[config.mk]
export PLATFORM = sky130hd
export DESIGN_NAME = fqu_query_host
export DESIGN_NICKNAME = d
export VERILOG_FILES = /design/src/fqu_pkg.sv /design/src/fqu_cycle_timer.sv /design/src/fqu_query_host.sv
export SDC_FILE = /design/constraint.sdc
export NUM_CORES = 1
export LEC_CHECK = 0
export ABC_AREA = 1
export BUFFER_PORTS_ARGS = -buffer_cell sky130_fd_sc_hd__buf_2
export CAP_MARGIN = 20
export CORE_ASPECT_RATIO = 0.8
export CORE_MARGIN = 2
export CORE_UTILIZATION = 25
export CTS_CLUSTER_SIZE = 30
export DETAILED_ROUTE_END_ITERATION = 7
export PLACE_DENSITY = 0.48
export SLEW_MARGIN = 40
export SYNTH_ARGS = -nofsm -noshare
export SYNTH_HDL_FRONTEND = slang
export SYNTH_SLANG_ARGS = --single-unit
[constraint.sdc]
create_clock -name ref_clk -period 1.8 [get_ports ref_clk]
set_input_delay 0.36 -clock ref_clk [delete_from_list [all_inputs] [get_ports ref_clk]]
set_output_delay 0.36 -clock ref_clk [all_outputs]
set_load 0.01 [all_outputs]
[src/fqu_pkg.sv]
// Purpose: Shared constants for the flash query and unprotect host controller
// Assumes: 125 MHz ref_clk; flash pins reached through pad logic outside
// Notes: Query table offsets are word addresses; byte mode keeps A-1 low
// Notes on behaviour
// - Unprotect only while reset pin at high voltage
// - Query entry: 98h to 55h/AAh from array-read
// - Word-mode query reads keep A7 upward zero
// - Reset command ends query, back to array-read; the flash model returns to identification mode if query was entered from it
package fqu_pkg;
	localparam int unsigned CLK_PERIOD_PS = 8000;
	localparam int unsigned WR_PULSE_NS = 35;
	localparam int unsigned RD_ACCESS_NS = 70;
	localparam int unsigned POWERUP_US = 50;
	localparam int unsigned WR_PULSE_CYC = (WR_PULSE_NS * 1000 + CLK_PERIOD_PS - 1) / CLK_PERIOD_PS;
	localparam int unsigned RD_ACCESS_CYC = (RD_ACCESS_NS * 1000 + CLK_PERIOD_PS - 1) / CLK_PERIOD_PS;
	localparam int unsigned SYNC_STAGES = 2;
	localparam int unsigned RD_WAIT_CYC = RD_ACCESS_CYC + SYNC_STAGES;
	localparam int unsigned POWERUP_CYC_DEF = (POWERUP_US * 1000000 + CLK_PERIOD_PS - 1) / CLK_PERIOD_PS;
	localparam int ADDR_W = 21;
	localparam int DATA_W = 16;
	localparam int IDX_W = 7;
	localparam int TMR_W = 8;
	localparam logic [ADDR_W-1:0] QUERY_ADDR = 21'h000055;
	localparam logic [DATA_W-1:0] QUERY_CMD = 16'h0098;
	localparam logic [DATA_W-1:0] RESET_CMD = 16'h00F0;
	localparam logic [ADDR_W-1:0] RESET_ADDR = 21'h000000;
	localparam logic [7:0] BYTE_MASK = 8'hFF;
	typedef enum logic [1:0] {
		OP_READ = 2'h0,
		OP_ENTER = 2'h1,
		OP_EXIT = 2'h2
	} fqu_op_e;
	typedef enum logic [2:0] {
		ST_IDLE = 3'b000,
		ST_SETUP = 3'b001,
		ST_STROBE = 3'b011,
		ST_HOLD = 3'b010
	} fqu_state_e;
endpackage

[src/fqu_cycle_timer.sv]
// Purpose: Down counter that times flash strobe widths
// Assumes: start is a one-cycle pulse while idle
// Notes: done pulses in the cycle the count reaches one
`timescale 1ns/1ps
`default_nettype none
module fqu_cycle_timer #(
	parameter int W = 8
) (
	input wire logic ref_clk,
	input wire logic resetn,
	input wire logic start,
	input wire logic [W-1:0] load,
	output logic done
);
	logic [W-1:0] count;

	always_ff @(posedge ref_clk) begin
		if (!resetn) begin
			count <= '0;
		end else if (start) begin
			count <= load;
		end else if (count != '0) begin
			count <= count - 1'b1;
		end
	end

	assign done = (count == {{(W-1){1'b0}}, 1'b1});
endmodule // fqu_cycle_timer
`default_nettype wire

[src/fqu_query_host.sv]
// Purpose: Host side bus controller for the flash query and unprotect modes
// Assumes: One command at a time; flash data returns on flashDqIn
// Notes: All pin outputs are registered; flashDqIn is synchronised
`timescale 1ns/1ps
`default_nettype none
module fqu_query_host #(
	parameter int unsigned POWERUP_CYCLES = fqu_pkg::POWERUP_CYC_DEF
) (
	input wire logic ref_clk,
	input wire logic resetn,
	input wire logic opValid,
	input wire fqu_pkg::fqu_op_e opCode,
	input wire logic [fqu_pkg::IDX_W-1:0] opIndex,
	input wire logic byteMode,
	input wire logic tempUnprotect,
	output logic opReady,
	output logic opRefused,
	output logic rdValid,
	output logic [fqu_pkg::DATA_W-1:0] rdData,
	output logic inQuery,
	output logic unprotectActive,
	output logic flashCeN,
	output logic flashWeN,
	output logic flashOeN,
	output logic flashByteN,
	output logic [fqu_pkg::ADDR_W-1:0] flashAddr,
	output logic flashAddrM1,
	output logic [fqu_pkg::DATA_W-1:0] flashDqOut,
	output logic flashDqOe,
	input wire logic [fqu_pkg::DATA_W-1:0] flashDqIn,
	output logic flashResetVid
);
	import fqu_pkg::*;

	localparam int PW_W = $clog2(POWERUP_CYCLES + 1);

	fqu_state_e state;
	logic isWrite;
	logic isExit;
	logic pwrDone;
	logic [PW_W-1:0] pwrCnt;
	logic tmrStart;
	logic [TMR_W-1:0] tmrLoad;
	logic tmrDone;
	logic [DATA_W-1:0] dqMeta;
	logic [DATA_W-1:0] dqSync;
	logic take;

	assign take = opValid && opReady;

	fqu_cycle_timer #(
		.W(TMR_W)
	) u_timer (
		.ref_clk(ref_clk),
		.resetn(resetn),
		.start(tmrStart),
		.load(tmrLoad),
		.done(tmrDone)
	);

	// ----------------------------------------
	// Power-up hold-off
	// ----------------------------------------
	always_ff @(posedge ref_clk) begin
		if (!resetn) begin
			pwrCnt <= '0;
			pwrDone <= 1'b0;
		end else if (!pwrDone) begin
			pwrCnt <= pwrCnt + 1'b1;
			pwrDone <= (pwrCnt == PW_W'(POWERUP_CYCLES - 1));
		end
	end

	// ----------------------------------------
	// Data input synchroniser
	// ----------------------------------------
	always_ff @(posedge ref_clk) begin
		if (!resetn) begin
			dqMeta <= '0;
			dqSync <= '0;
		end else begin
			dqMeta <= flashDqIn;
			dqSync <= dqMeta;
		end
	end

	// ----------------------------------------
	// High voltage on reset pin
	// ----------------------------------------
	always_ff @(posedge ref_clk) begin
		if (!resetn) begin
			flashResetVid <= 1'b0;
			unprotectActive <= 1'b0;
		end else begin
			flashResetVid <= tempUnprotect && pwrDone;
			unprotectActive <= tempUnprotect && pwrDone;
		end
	end

	// ----------------------------------------
	// Bus cycle sequencer
	// ----------------------------------------
	always_ff @(posedge ref_clk) begin
		if (!resetn) begin
			state <= ST_IDLE;
			opReady <= 1'b0;
			opRefused <= 1'b0;
			isWrite <= 1'b0;
			isExit <= 1'b0;
			tmrStart <= 1'b0;
			tmrLoad <= '0;
			flashCeN <= 1'b1;
			flashWeN <= 1'b1;
			flashOeN <= 1'b1;
			flashByteN <= 1'b1;
			flashAddr <= '0;
			flashAddrM1 <= 1'b0;
			flashDqOut <= '0;
			flashDqOe <= 1'b0;
		end else begin
			tmrStart <= 1'b0;
			opRefused <= 1'b0;
			unique case (state)
				ST_IDLE: begin
					opReady <= pwrDone && !take;
					flashByteN <= !byteMode;
					if (take) begin
						flashAddrM1 <= 1'b0;
						state <= ST_SETUP;
						case (opCode)
							OP_READ: begin
								isWrite <= 1'b0;
								flashAddr <= {{(ADDR_W-IDX_W){1'b0}}, opIndex};
							end
							OP_ENTER: begin
								isWrite <= 1'b1;
								isExit <= 1'b0;
								flashAddr <= QUERY_ADDR;
								flashDqOut <= QUERY_CMD;
								if (inQuery) begin
									opRefused <= 1'b1;
									state <= ST_IDLE;
									opReady <= 1'b1;
								end
							end
							OP_EXIT: begin
								isWrite <= 1'b1;
								isExit <= 1'b1;
								flashAddr <= RESET_ADDR;
								flashDqOut <= RESET_CMD;
							end
							default: begin
								opRefused <= 1'b1;
								state <= ST_IDLE;
								opReady <= 1'b1;
							end
						endcase
					end
				end
				ST_SETUP: begin
					// Address settles before the strobe falls
					flashCeN <= 1'b0;
					flashDqOe <= isWrite;
					tmrStart <= 1'b1;
					tmrLoad <= isWrite ? TMR_W'(WR_PULSE_CYC) : TMR_W'(RD_WAIT_CYC);
					flashWeN <= !isWrite;
					flashOeN <= isWrite;
					state <= ST_STROBE;
				end
				ST_STROBE: begin
					if (tmrDone) begin
						flashWeN <= 1'b1;
						flashOeN <= 1'b1;
						state <= ST_HOLD;
					end
				end
				ST_HOLD: begin
					// Write strobe rises before chip select releases
					flashCeN <= 1'b1;
					flashDqOe <= 1'b0;
					opReady <= 1'b1;
					state <= ST_IDLE;
				end
			endcase
		end
	end

	// ----------------------------------------
	// Query mode tracking and read return
	// ----------------------------------------
	always_ff @(posedge ref_clk) begin
		if (!resetn) begin
			inQuery <= 1'b0;
		end else if (state == ST_HOLD && isWrite) begin
			inQuery <= !isExit;
		end
	end

	always_ff @(posedge ref_clk) begin
		if (!resetn) begin
			rdValid <= 1'b0;
			rdData <= '0;
		end else begin
			rdValid <= (state == ST_STROBE) && tmrDone && !isWrite;
			if ((state == ST_STROBE) && tmrDone && !isWrite) begin
				rdData <= !flashByteN ? {8'h00, dqSync[7:0] & BYTE_MASK} : dqSync;
			end
		end
	end
endmodule // fqu_query_host
`default_nettype wire

==> results of run 1 <==
routing by layer:
metal | vias to the layer above | share of wire (%) | wire length, um
li1 | 1691 | - | -
met1 | 1452 | 49 | 4227
met2 | 60 | 45 | 3877
met3 | 7 | 3.8 | 325
met4 | 0 | 1.3 | 114
met5 | - | 0 | 0
metrics by stage:
stage | hold slack [ps] | setup slack (ps) | util (%) | std cells | total power (uW)
after floorplan | 390.5 | 440.5 | - | 537 | 3158
after global placement | 398.7 | 278.3 | 28.60 | 784 | 3303
after detailed placement | 396.6 | 190.6 | 28.60 | 784 | 3321
after CTS | 173.7 | 156.5 | 30.65 | 800 | 5381
after global routing | 180.6 | 6.833 | 30.82 | 803 | 5606
final | 192.3 | 195.5 | 30.82 | 803 | 5308
final timing paths:
path	slack [ps]	to
max reg2reg	200	flashAddr[2]
max	200	flashAddr[2]
min	190	dqMeta[2]
min reg2reg	410	dqSync[11]
report_power, final:
| group | internal, uW | leakage [uW] | switching [uW] | total (uW) |
|---|---|---|---|---|
| clock network | 1200 | 0.000160 | 838 | 2040 |
| logic | 316 | 0.00157 | 553 | 869 |
| registers | 2280 | 0.000792 | 116 | 2400 |
| total | 3800 | 0.00252 | 1510 | 5310 |
repair_timing:
action | CTS | global route
resized for setup | 0 | 3
setup buffers | 0 | 3
endpoints found under the setup margin | 0 | 12
worst max-delay path, cell delays in order, from the launching register on:
cell	delay, ps
dfxtp_1	340
inv_1	110
ha_1	190
inv_1	80
nor2_1	210
nand2_1	190
inv_2	170
o21ai_0	100
a21oi_1	140
final cells by class:
type | count | area [um^2]
fillers | 1707 | 10930
flip-flops and latches | 97 | 1942
multi-input cells | 314 | 1613
repair buffers | 77 | 407.9
inverters | 84 | 315.3
well taps | 215 | 269.0
clock buffers | 12 | 266.5
clock inverters | 4 | 56.30
layout by cell type, fill, tap and decap left out, types with 7 or more instances in the layout:
cell,instances
conb_1,26
nand3_1,36
a21oi_1,38
buf_4,9
nor2_1,33
clkbuf_16,9
nor3_1,9
dfxtp_1,97
nand4_1,7
buf_2,68
inv_1,83
o21ai_0,19
nand2_1,105
ha_1,13
sequential cells by signal (all words and copies together) (netlist names), 2 cells and up:
signal	count
flashAddr	7
pwrCnt	13
flashDqOut	3
tmrLoad	3
state	2
dqMeta	16
u_timer.count	8
dqSync	16
rdData	16
cells by family (layout without fill, tap and decap cells):
group,count (synthesis),in the layout,synth area share [%]
compound gates,67,67,8.892
xor+xnor,3,3,0.6485
fa+ha+maj,14,14,4.322
buf+inv,126,177,14.73
flops,97,97,47.92
other cells,1,26,0.09253
simple gates,204,204,23.40
==> metrics.md, run 1 <==
| Metric | Value |
|---|---|
| Outcome | completed |
| Dpl hpwl | 6415 um |
| Final Cycle Share | 89.14% |
| Pre-antenna DRT Iters | 4 |
| Synth Warn # | 0 |
| Yosys reg bits | 97 |
| HP Class | input port to flip-flop |
| Die height | 117.9 um |
| Leakage | 0.002517 uW |
| Power density cells | 1090 mW/mm^2 |
| GPL Wtd Cong | 0.8090 |
| Worst-case reg-to-reg path depth | 8 |
| Clock root buffer | clkbuf_16 |
| Core area | 0.01580 mm^2 |
| Most frequent cell after synthesis | nand2_1 |
| Drt initial violations | 138 |
| Initial antenna violation count | 0 |
| Startpoint types | flip-flop |
| Final WL | 8544 um |
| Num CTS Buffers | 9 |
| Synth top area share | 47.92% |
| # nets final | 627 |
| First-pass GRT wire length | 14180 um |
| Max Freq | 623.2 MHz |
| Req. time, crit path | 2070 ps |
| Worst hold path depth | 3 |
| Tot GR Track Use | 10.16% |
| Yosys top cell by area | dfxtp_1 |
| Synth cell count leaders | 105 x nand2_1, 97 x dfxtp_1, 84 x inv_1, 38 x a21oi_1, 36 x nand3_1 |
| Vias/cell | 3.998 |
| DR DRC count | 0 |
| Setup repair after global routing missed its margin | no |
| Critical path class | flip-flop to flip-flop |
| Gate Count Post-Synth | 512 |
| Busiest grt layer | met2 |
| Final Slew Violations | 0 |
| Arr. time, crit path | 1880 ps |
| Synth Flop Type | dfxtp_1 |
| Vias in the first global route | 3041 |
| Area Overhead vs Synth | 20.16% |
| CP max FO | 9 |
| Clock Sinks | 97 |
| DR vias | 3210 |
| Starting Density | 25.65% |
| CTS tree | built |
| Critical path launch point | state[1] |
| Die area | 0.01725 mm^2 |
| Worst-Skew Late Latency | 350 ps |
| Max Buffers Root-to-Sink | 2 |
| Met3 Resource Use GR | 3.101% |
| CP Capture Type | flip-flop |
| Placed Instance Area | 0.004519 mm^2 |
| R2R Path Start | state[1] |
| Final instance area | 0.004870 mm^2 |
| Synth async-reset ratio | 0% |
| Largest cells by area after synthesis | dfxtp_1 48%, nand2_1 9.7%, inv_1 7.8%, buf_4 5.6%, a21oi_1 4.7% |
| Clock Pin Slew Worst Setup and Hold Paths | 70 ps |
| Number of antenna diodes | 0 |
| Met2 Use GR | 16.10% |
| Routed Antenna Nets | 0 |
| Hold_sp | flashDqIn[2] |
| Wire per inst | 10.64 um |
| Sequential share of the synthesized area | 47.92% |
| Peak supply drop | 0.4687 mV |
| Hold buffers post-CTS | 0 |
| Boundary Pins | 95 |
| Pin count of the biggest net entering global routing | 24 |
| Number of enable flip-flop cells after synthesis | 0 |
| Final Setup Violations | 0 |
| Mean Syn Cell Area | 7.915 um^2 |
| PortBufs | 68 |
| # H-tree levels | 3 |
| Row count | 41 |
| Met1 usage in global routing | 12.94% |
| Final Skew | 5.705 ps |
| Die Span X | 146.4 um |
| Max-cap check violation count | 0 |
| Mapped Area | 0.004053 mm^2 |
| Total Neg Setup Slack | 0 ps |
| Layout cell share with drive strength beyond 1 | 18.54% |
| Period minus WS final | 1605 ps |
| Fin. Hold Viols | 0 |
| Grt total ovfl | 0 |
| Post-synth cell types | 31 |
Power figures use the tool's default switching activity.
==> run 2, diff against run 1 <==
- CORE_UTILIZATION: 25 -> 45
- PLACE_DENSITY: 0.48 -> 0.74
==> run 2 against run 1 <==
Clock skew rose by 2.1 ps. Global-route usage grew 6.2 points. Critical path depth unchanged. Maximum frequency shrank 2.4%. Critical path type unchanged.
==> metrics.md, run 2 (same netlist as run 1, synthesis figures left out) <==
| Metric | Value |
|---|---|
| Outcome | completed (unchanged) |
| Sw frac | 29.68% (was 28.39%) |
| Area Overhead vs Synth | 15.10% (was 20.16%) |
| Post-Layout Cell Count | 694 (was 803) |
| Wire per inst | 11.20 um (was 10.64 um) |
| Placed cell count | 678 (was 784) |
| Layout cell share with drive strength beyond 1 | 17.35% (was 18.54%) |
| Num CTS Buffers | 9 (unchanged) |
| PortBufs | 68 (unchanged) |
| Total Neg Setup Slack | 0 ps (unchanged) |
| Max incr delay on CP | 340 ps (about the same) |
| Initial antenna violation count | 0 (unchanged) |
| Clock Sinks | 97 (unchanged) |
| DR DRC count | 0 (unchanged) |
| PnR Total Power | 5059 uW (was 5308 uW) |
| Max-cap check violation count | 0 (unchanged) |
| Post_cts resized | 0 (unchanged) |
| Leakage | 0.002474 uW (was 0.002517 uW) |
| Max Buffers Root-to-Sink | 2 (unchanged) |
| Peak supply drop | 0.5616 mV (was 0.4687 mV) |
| Final Slew Violations | 0 (unchanged) |
| Arr. time, crit path | 1920 ps (was 1880 ps) |
| NetSw | 1502 uW (was 1507 uW) |
| # nets final | 621 (was 627) |
| Final Setup Violations | 0 (unchanged) |
| Internal | 3557 uW (was 3801 uW) |
| Req. time, crit path | 2070 ps (about the same) |
| Grt total ovfl | 0 (unchanged) |
| Core area | 0.008633 mm^2 (was 0.01580 mm^2) |
| Hold buffers post-CTS | 0 (unchanged) |
| First-pass GRT wire length | 12510 um (was 14180 um) |
| Die area | 0.009786 mm^2 (was 0.01725 mm^2) |
| Register share of total power | 47.3% (was 45.2%) |
| Startpoint types | flip-flop (unchanged) |
| Most frequent cells in the layout | 105 x nand2_1, 97 x dfxtp_1, 83 x inv_1, 68 x buf_2, 38 x a21oi_1 (unchanged) |
| Setup repair after global routing missed its margin | no (unchanged) |
| Tot GR Track Use | 16.38% (was 10.16%) |
| Number of antenna diodes | 0 (unchanged) |
| Routed Antenna Nets | 0 (unchanged) |
| GPL Wtd Cong | 0.8587 (was 0.8090) |
| Starting Density | 46.94% (was 25.65%) |
| Dpl hpwl | 5759 um (was 6415 um) |
| Post-CTS Setup Inserts | 0 (unchanged) |
| Boundary Pins | 95 (unchanged) |
| Final WL | 7774 um (was 8544 um) |
| # H-tree levels | 3 (unchanged) |
| Power share of the combinational group | 17.0% (was 16.4%) |
| Final Skew | 7.811 ps (was 5.705 ps) |
| Max Freq | 608.2 MHz (was 623.2 MHz) |
| CP dominant cell by count | nor2_1 (was inv_1) |
| Die Span X | 110.1 um (was 146.4 um) |
| DR vias | 3181 (was 3210) |
| Fin. Hold Viols | 0 (unchanged) |
| Critical path class | flip-flop to flip-flop (unchanged) |
| Power density cells | 1085 mW/mm^2 (was 1090 mW/mm^2) |
| Worst-Skew Late Latency | 340 ps (was 350 ps) |
| Drt initial violations | 123 (was 138) |
| HP Class | input port to flip-flop (unchanged) |
| Cell Chain, Critical Path | inv_1, ha_1, inv_1, nor2_1, nand2_1, nor2_1, a22oi_1, nor2_1 (was inv_1, ha_1, inv_1, nor2_1, nand2_1, inv_2, o21ai_0, a21oi_1) |
| CTS tree | built (unchanged) |
| Row count | 30 (was 41) |
| CP max FO | 5 (was 9) |
| Commonest non-fill, non-tap cell in the layout | nand2_1 (unchanged) |
| Slowest CP cell | dfxtp_1 (unchanged) |
| Die height | 88.88 um (was 117.9 um) |
| Clock Pin Slew Worst Setup and Hold Paths | 70 ps (about the same) |
| Core Util, Final | 54.03% (was 30.82%) |
| Pre-antenna DRT Iters | 4 (unchanged) |
| Clock root buffer | clkbuf_16 (unchanged) |
| Worst setup margin | 155.9 ps (was 195.5 ps) |
| CP Capture Type | flip-flop (unchanged) |
| Final-layout fill cell count | 819 (was 1707) |
| Period minus WS final | 1644 ps (was 1605 ps) |
| Vias/cell | 4.584 (was 3.998) |
| Place WS | 182.0 ps (was 190.6 ps) |
| Final Cycle Share | 91.34% (was 89.14%) |
| Vias in the first global route | 2793 (was 3041) |
| Pin count of the biggest net entering global routing | 66 (was 24) |
| Top Registers | dqMeta (16), dqSync (16), rdData (16) (unchanged) |
| Clock power frac | 35.7% (was 38.5%) |
-- run 2: layer usage --
layer  GRT usage, %  routed length (um)
met5              0                   0
met4          4.886                  84
met3          5.155                 472
met2          25.88                3680
met1          21.64                3537
-- run 2: power by group through the flow --
stage,Combinational (uW),Sequential (uW),Clock (uW)
floorplan,743,2420,0
global placement,841,2440,0
detailed placement,858,2450,0
CTS,866,2400,1840
global route,1000,2410,1930
finish,860,2390,1800
-- run 2: through the flow --
| stage | instance area (um^2) | hold WS [ps] |
|---|---|---|
| final | 4664 | 203.6 |
| after global placement | 4380 | 396.7 |
| after detailed placement | 4380 | 397.4 |
| after CTS | 4664 | 197.9 |
| after global routing | 4664 | 193.6 |
| after floorplan | 4146 | 390.5 |
-- run 2: path summary, 6_finish.rpt --
| check | startpoint | to | slack [ps] | cells after the start |
|---|---|---|---|---|
| max | state[1] | flashAddr[1] | 160 | 8 |
| min reg2reg | dqMeta[9] | dqSync[9] | 410 | 2 |
| min | flashDqIn[6] | dqMeta[6] | 200 | 3 |
| max reg2reg | state[1] | flashAddr[1] | 160 | 8 |
-- run 2: critical path, delay by kind of cell, from the launching register on --
kind | cells | cell delay [ps]
AO/OA/AOI/OAI | 1 | 100
buffers and inverters | 2 | 180
adder cells (fa/ha/maj) | 1 | 170
AND/OR/NAND/NOR | 4 | 790
flip-flops | 1 | 340
-- run 2: final cells by class --
| cell class | count | area (um^2) | share of cell area (%) |
|---|---|---|---|
| clock inverters | 7 | 58.81 | 1.261 |
| well taps | 112 | 140.1 | 3.004 |
| clock buffers | 9 | 225.2 | 4.828 |
| multi-input cells | 314 | 1608 | 34.47 |
| flip-flops and latches | 97 | 1942 | 41.63 |
| repair buffers | 71 | 375.4 | 8.047 |
| inverters | 84 | 315.3 | 6.760 |
==> run 3, diff against run 2 <==
- PLACE_DENSITY: 0.74 -> 0.69
- REMOVE_ABC_BUFFERS: unset -> 1
- SETUP_SLACK_MARGIN: unset -> 0.3
==> run 3 against run 2 <==
Setup slack better by 270 ps. Worst hold slack worse by 4.4 ps. Core utilization is 1.5 points higher. Register-to-register slack better by 270 ps. Maximum frequency rose by 19%. Clock skew up 0.59 ps. Die area is the same. Cell count is 0.72% higher. Largest cell class unchanged. Clock power grew 14%. Final area up 2.7%. Via count shrank 0.16%. Global-route usage about the same.
==> metrics.md, run 3 (same netlist as run 1, synthesis figures left out) <==
| Metric | Value |
|---|---|
| Pre-antenna DRT Iters | 4 (unchanged) |
| GPL Wtd Cong | 0.8339 (was 0.8587) |
| Wire per inst | 11.10 um (was 11.20 um) |
| Place WS | 172.0 ps (was 182.0 ps) |
| # nets final | 626 (was 621) |
| Final Skew | 8.397 ps (was 7.811 ps) |
| Clock root buffer | clkbuf_16 (unchanged) |
| Die Span X | 110.1 um (unchanged) |
| Core Util, Final | 55.51% (was 54.03%) |
| CP max FO | 6 (was 5) |
| Num CTS Buffers | 9 (unchanged) |
| Setup repair after global routing missed its margin | yes (was no) |
| Leakage | 0.002501 uW (was 0.002474 uW) |
| Outcome | completed (unchanged) |
| Clock Pin Slew Worst Setup and Hold Paths | 70 ps (about the same) |
| Period minus WS final | 1378 ps (was 1644 ps) |
| Post-Layout Cell Count | 699 (was 694) |
| Total Neg Setup Slack | 0 ps (unchanged) |
| Die height | 88.88 um (unchanged) |
| Peak supply drop | 0.7254 mV (was 0.5616 mV) |
| Critical path class | flip-flop to flip-flop (unchanged) |
| Req. time, crit path | 2030 ps (was 2070 ps) |
| Worst-Skew Late Latency | 330 ps (was 340 ps) |
| DR DRC count | 0 (unchanged) |
| CP Capture Type | flip-flop (unchanged) |
| Row count | 30 (unchanged) |
| Hold buffers post-CTS | 0 (unchanged) |
| Most frequent cells in the layout | 104 x nand2_1, 92 x dfxtp_1, 81 x inv_1, 68 x buf_2, 38 x a21oi_1 (was 105 x nand2_1, 97 x dfxtp_1, 83 x inv_1, 68 x buf_2, 38 x a21oi_1) |
| Clock Sinks | 97 (unchanged) |
| Final-layout fill cell count | 796 (was 819) |
| Boundary Pins | 95 (unchanged) |
| Number of antenna diodes | 0 (unchanged) |
| CTS tree | built (unchanged) |
| Vias in the first global route | 2858 (was 2793) |
| Smallest hold slack | 199.2 ps (was 203.6 ps) |
| Area Overhead vs Synth | 18.25% (was 15.10%) |
| Final WL | 7759 um (was 7774 um) |
| Area of the multi-input gates | 0.001659 mm^2 (was 0.001608 mm^2) |
| PortBufs | 68 (unchanged) |
| Initial antenna violation count | 0 (unchanged) |
| DR vias | 3176 (was 3181) |
| Arr. time, crit path | 1610 ps (was 1920 ps) |
| Starting Density | 46.94% (unchanged) |
| Top Registers | dqMeta (16), dqSync (16), rdData (16) (unchanged) |
| Pin count of the biggest net entering global routing | 36 (was 66) |
| Layout cell share with drive strength beyond 1 | 20.27% (was 17.35%) |
| Commonest non-fill, non-tap cell in the layout | nand2_1 (unchanged) |
| Core area | 0.008633 mm^2 (unchanged) |
| Startpoint types | flip-flop (unchanged) |
| FF/Latch Area | 0.001948 mm^2 (was 0.001942 mm^2) |
| Placed cell count | 681 (was 678) |
| Max-cap check violation count | 0 (unchanged) |
| Max Freq | 725.8 MHz (was 608.2 MHz) |
| Final Slew Violations | 0 (unchanged) |
| Fin. Hold Viols | 0 (unchanged) |
| Grt total ovfl | 0 (unchanged) |
| Die area | 0.009786 mm^2 (unchanged) |
| # H-tree levels | 3 (unchanged) |
| HP Class | input port to flip-flop (unchanged) |
| Tot GR Track Use | 16.36% (was 16.38%) |
| Worst setup margin | 422.1 ps (was 155.9 ps) |
| Vias/cell | 4.544 (was 4.584) |
| Power density cells | 1130 mW/mm^2 (was 1085 mW/mm^2) |
| Routed Antenna Nets | 0 (unchanged) |
| Dpl hpwl | 5620 um (was 5759 um) |
| Final Cycle Share | 76.55% (was 91.34%) |
| Max Buffers Root-to-Sink | 2 (unchanged) |
| First-pass GRT wire length | 12550 um (was 12510 um) |
| Drt initial violations | 103 (was 123) |
| Final Setup Violations | 0 (unchanged) |
run 3: changes by cell type in the layout (fill, tap and decap cells not counted), moves of 2 or more:
cell / delta
ha_1: -3
dfxtp_1: -5
dfxtp_2: +5
buf_4: +6
nor2_1: -3
nor2_4: +2
ha_2: +2
bufinv_16: +2
inv_1: -2
run 3: timing repair:
action,in CTS,in global routing
gates cloned,0,0
endpoints found under the setup margin,16,32
resized for setup,5,16
pin swaps,0,5
setup buffers,0,2
run 3: report_power, final:
part	internal [uW]	switching, uW	total (uW)
clock network	1240	822	2060
logic	361	594	956
registers	2290	110	2400
total	3890	1530	5410
run 3: through the flow:
stage	power, uW	instance area [um^2]
2_1_floorplan	3096	3865
3_3_place_gp	3280	4390
3_5_place_dp	3318	4390
4_1_cts	5384	4733
5_1_grt	5689	4792
6_report	5413	4792
run 3: path summary, 6_finish.rpt:
kind                                   end  startpoint  depth (start not counted)  slack [ps]
worst min register to register  dqSync[15]  dqMeta[15]                          2         410
worst max-delay path            pwrCnt[10]   pwrCnt[0]                          6         420
worst max register to register  pwrCnt[10]   pwrCnt[0]                          6         420
worst min-delay path            flashByteN    byteMode                          2         200
run 3: final cells by class:
type,count,share of cell area [%]
multi-input cells,314,34.62
well taps,112,2.924
clock buffers,10,4.778
clock inverters,6,2.037
flip-flops and latches,97,40.65
inverters,84,6.632
repair buffers,76,8.355
run 3: worst max-delay path: stages, from the launching register on:
cell and delay (ps):
dfxtp_2 360, ha_1 190, nand3_2 130, nor3_4 300, nand2_1 110, o21ai_1 130
nor2_1 50
run 3: layer usage:
layer	track usage (%)	vias up	wire length (um)
met3	4.566	12	304
met2	28.11	54	3958
met4	5.568	0	115
met1	19.85	1424	3380
li1	-	1686	-
met5	0	-	0
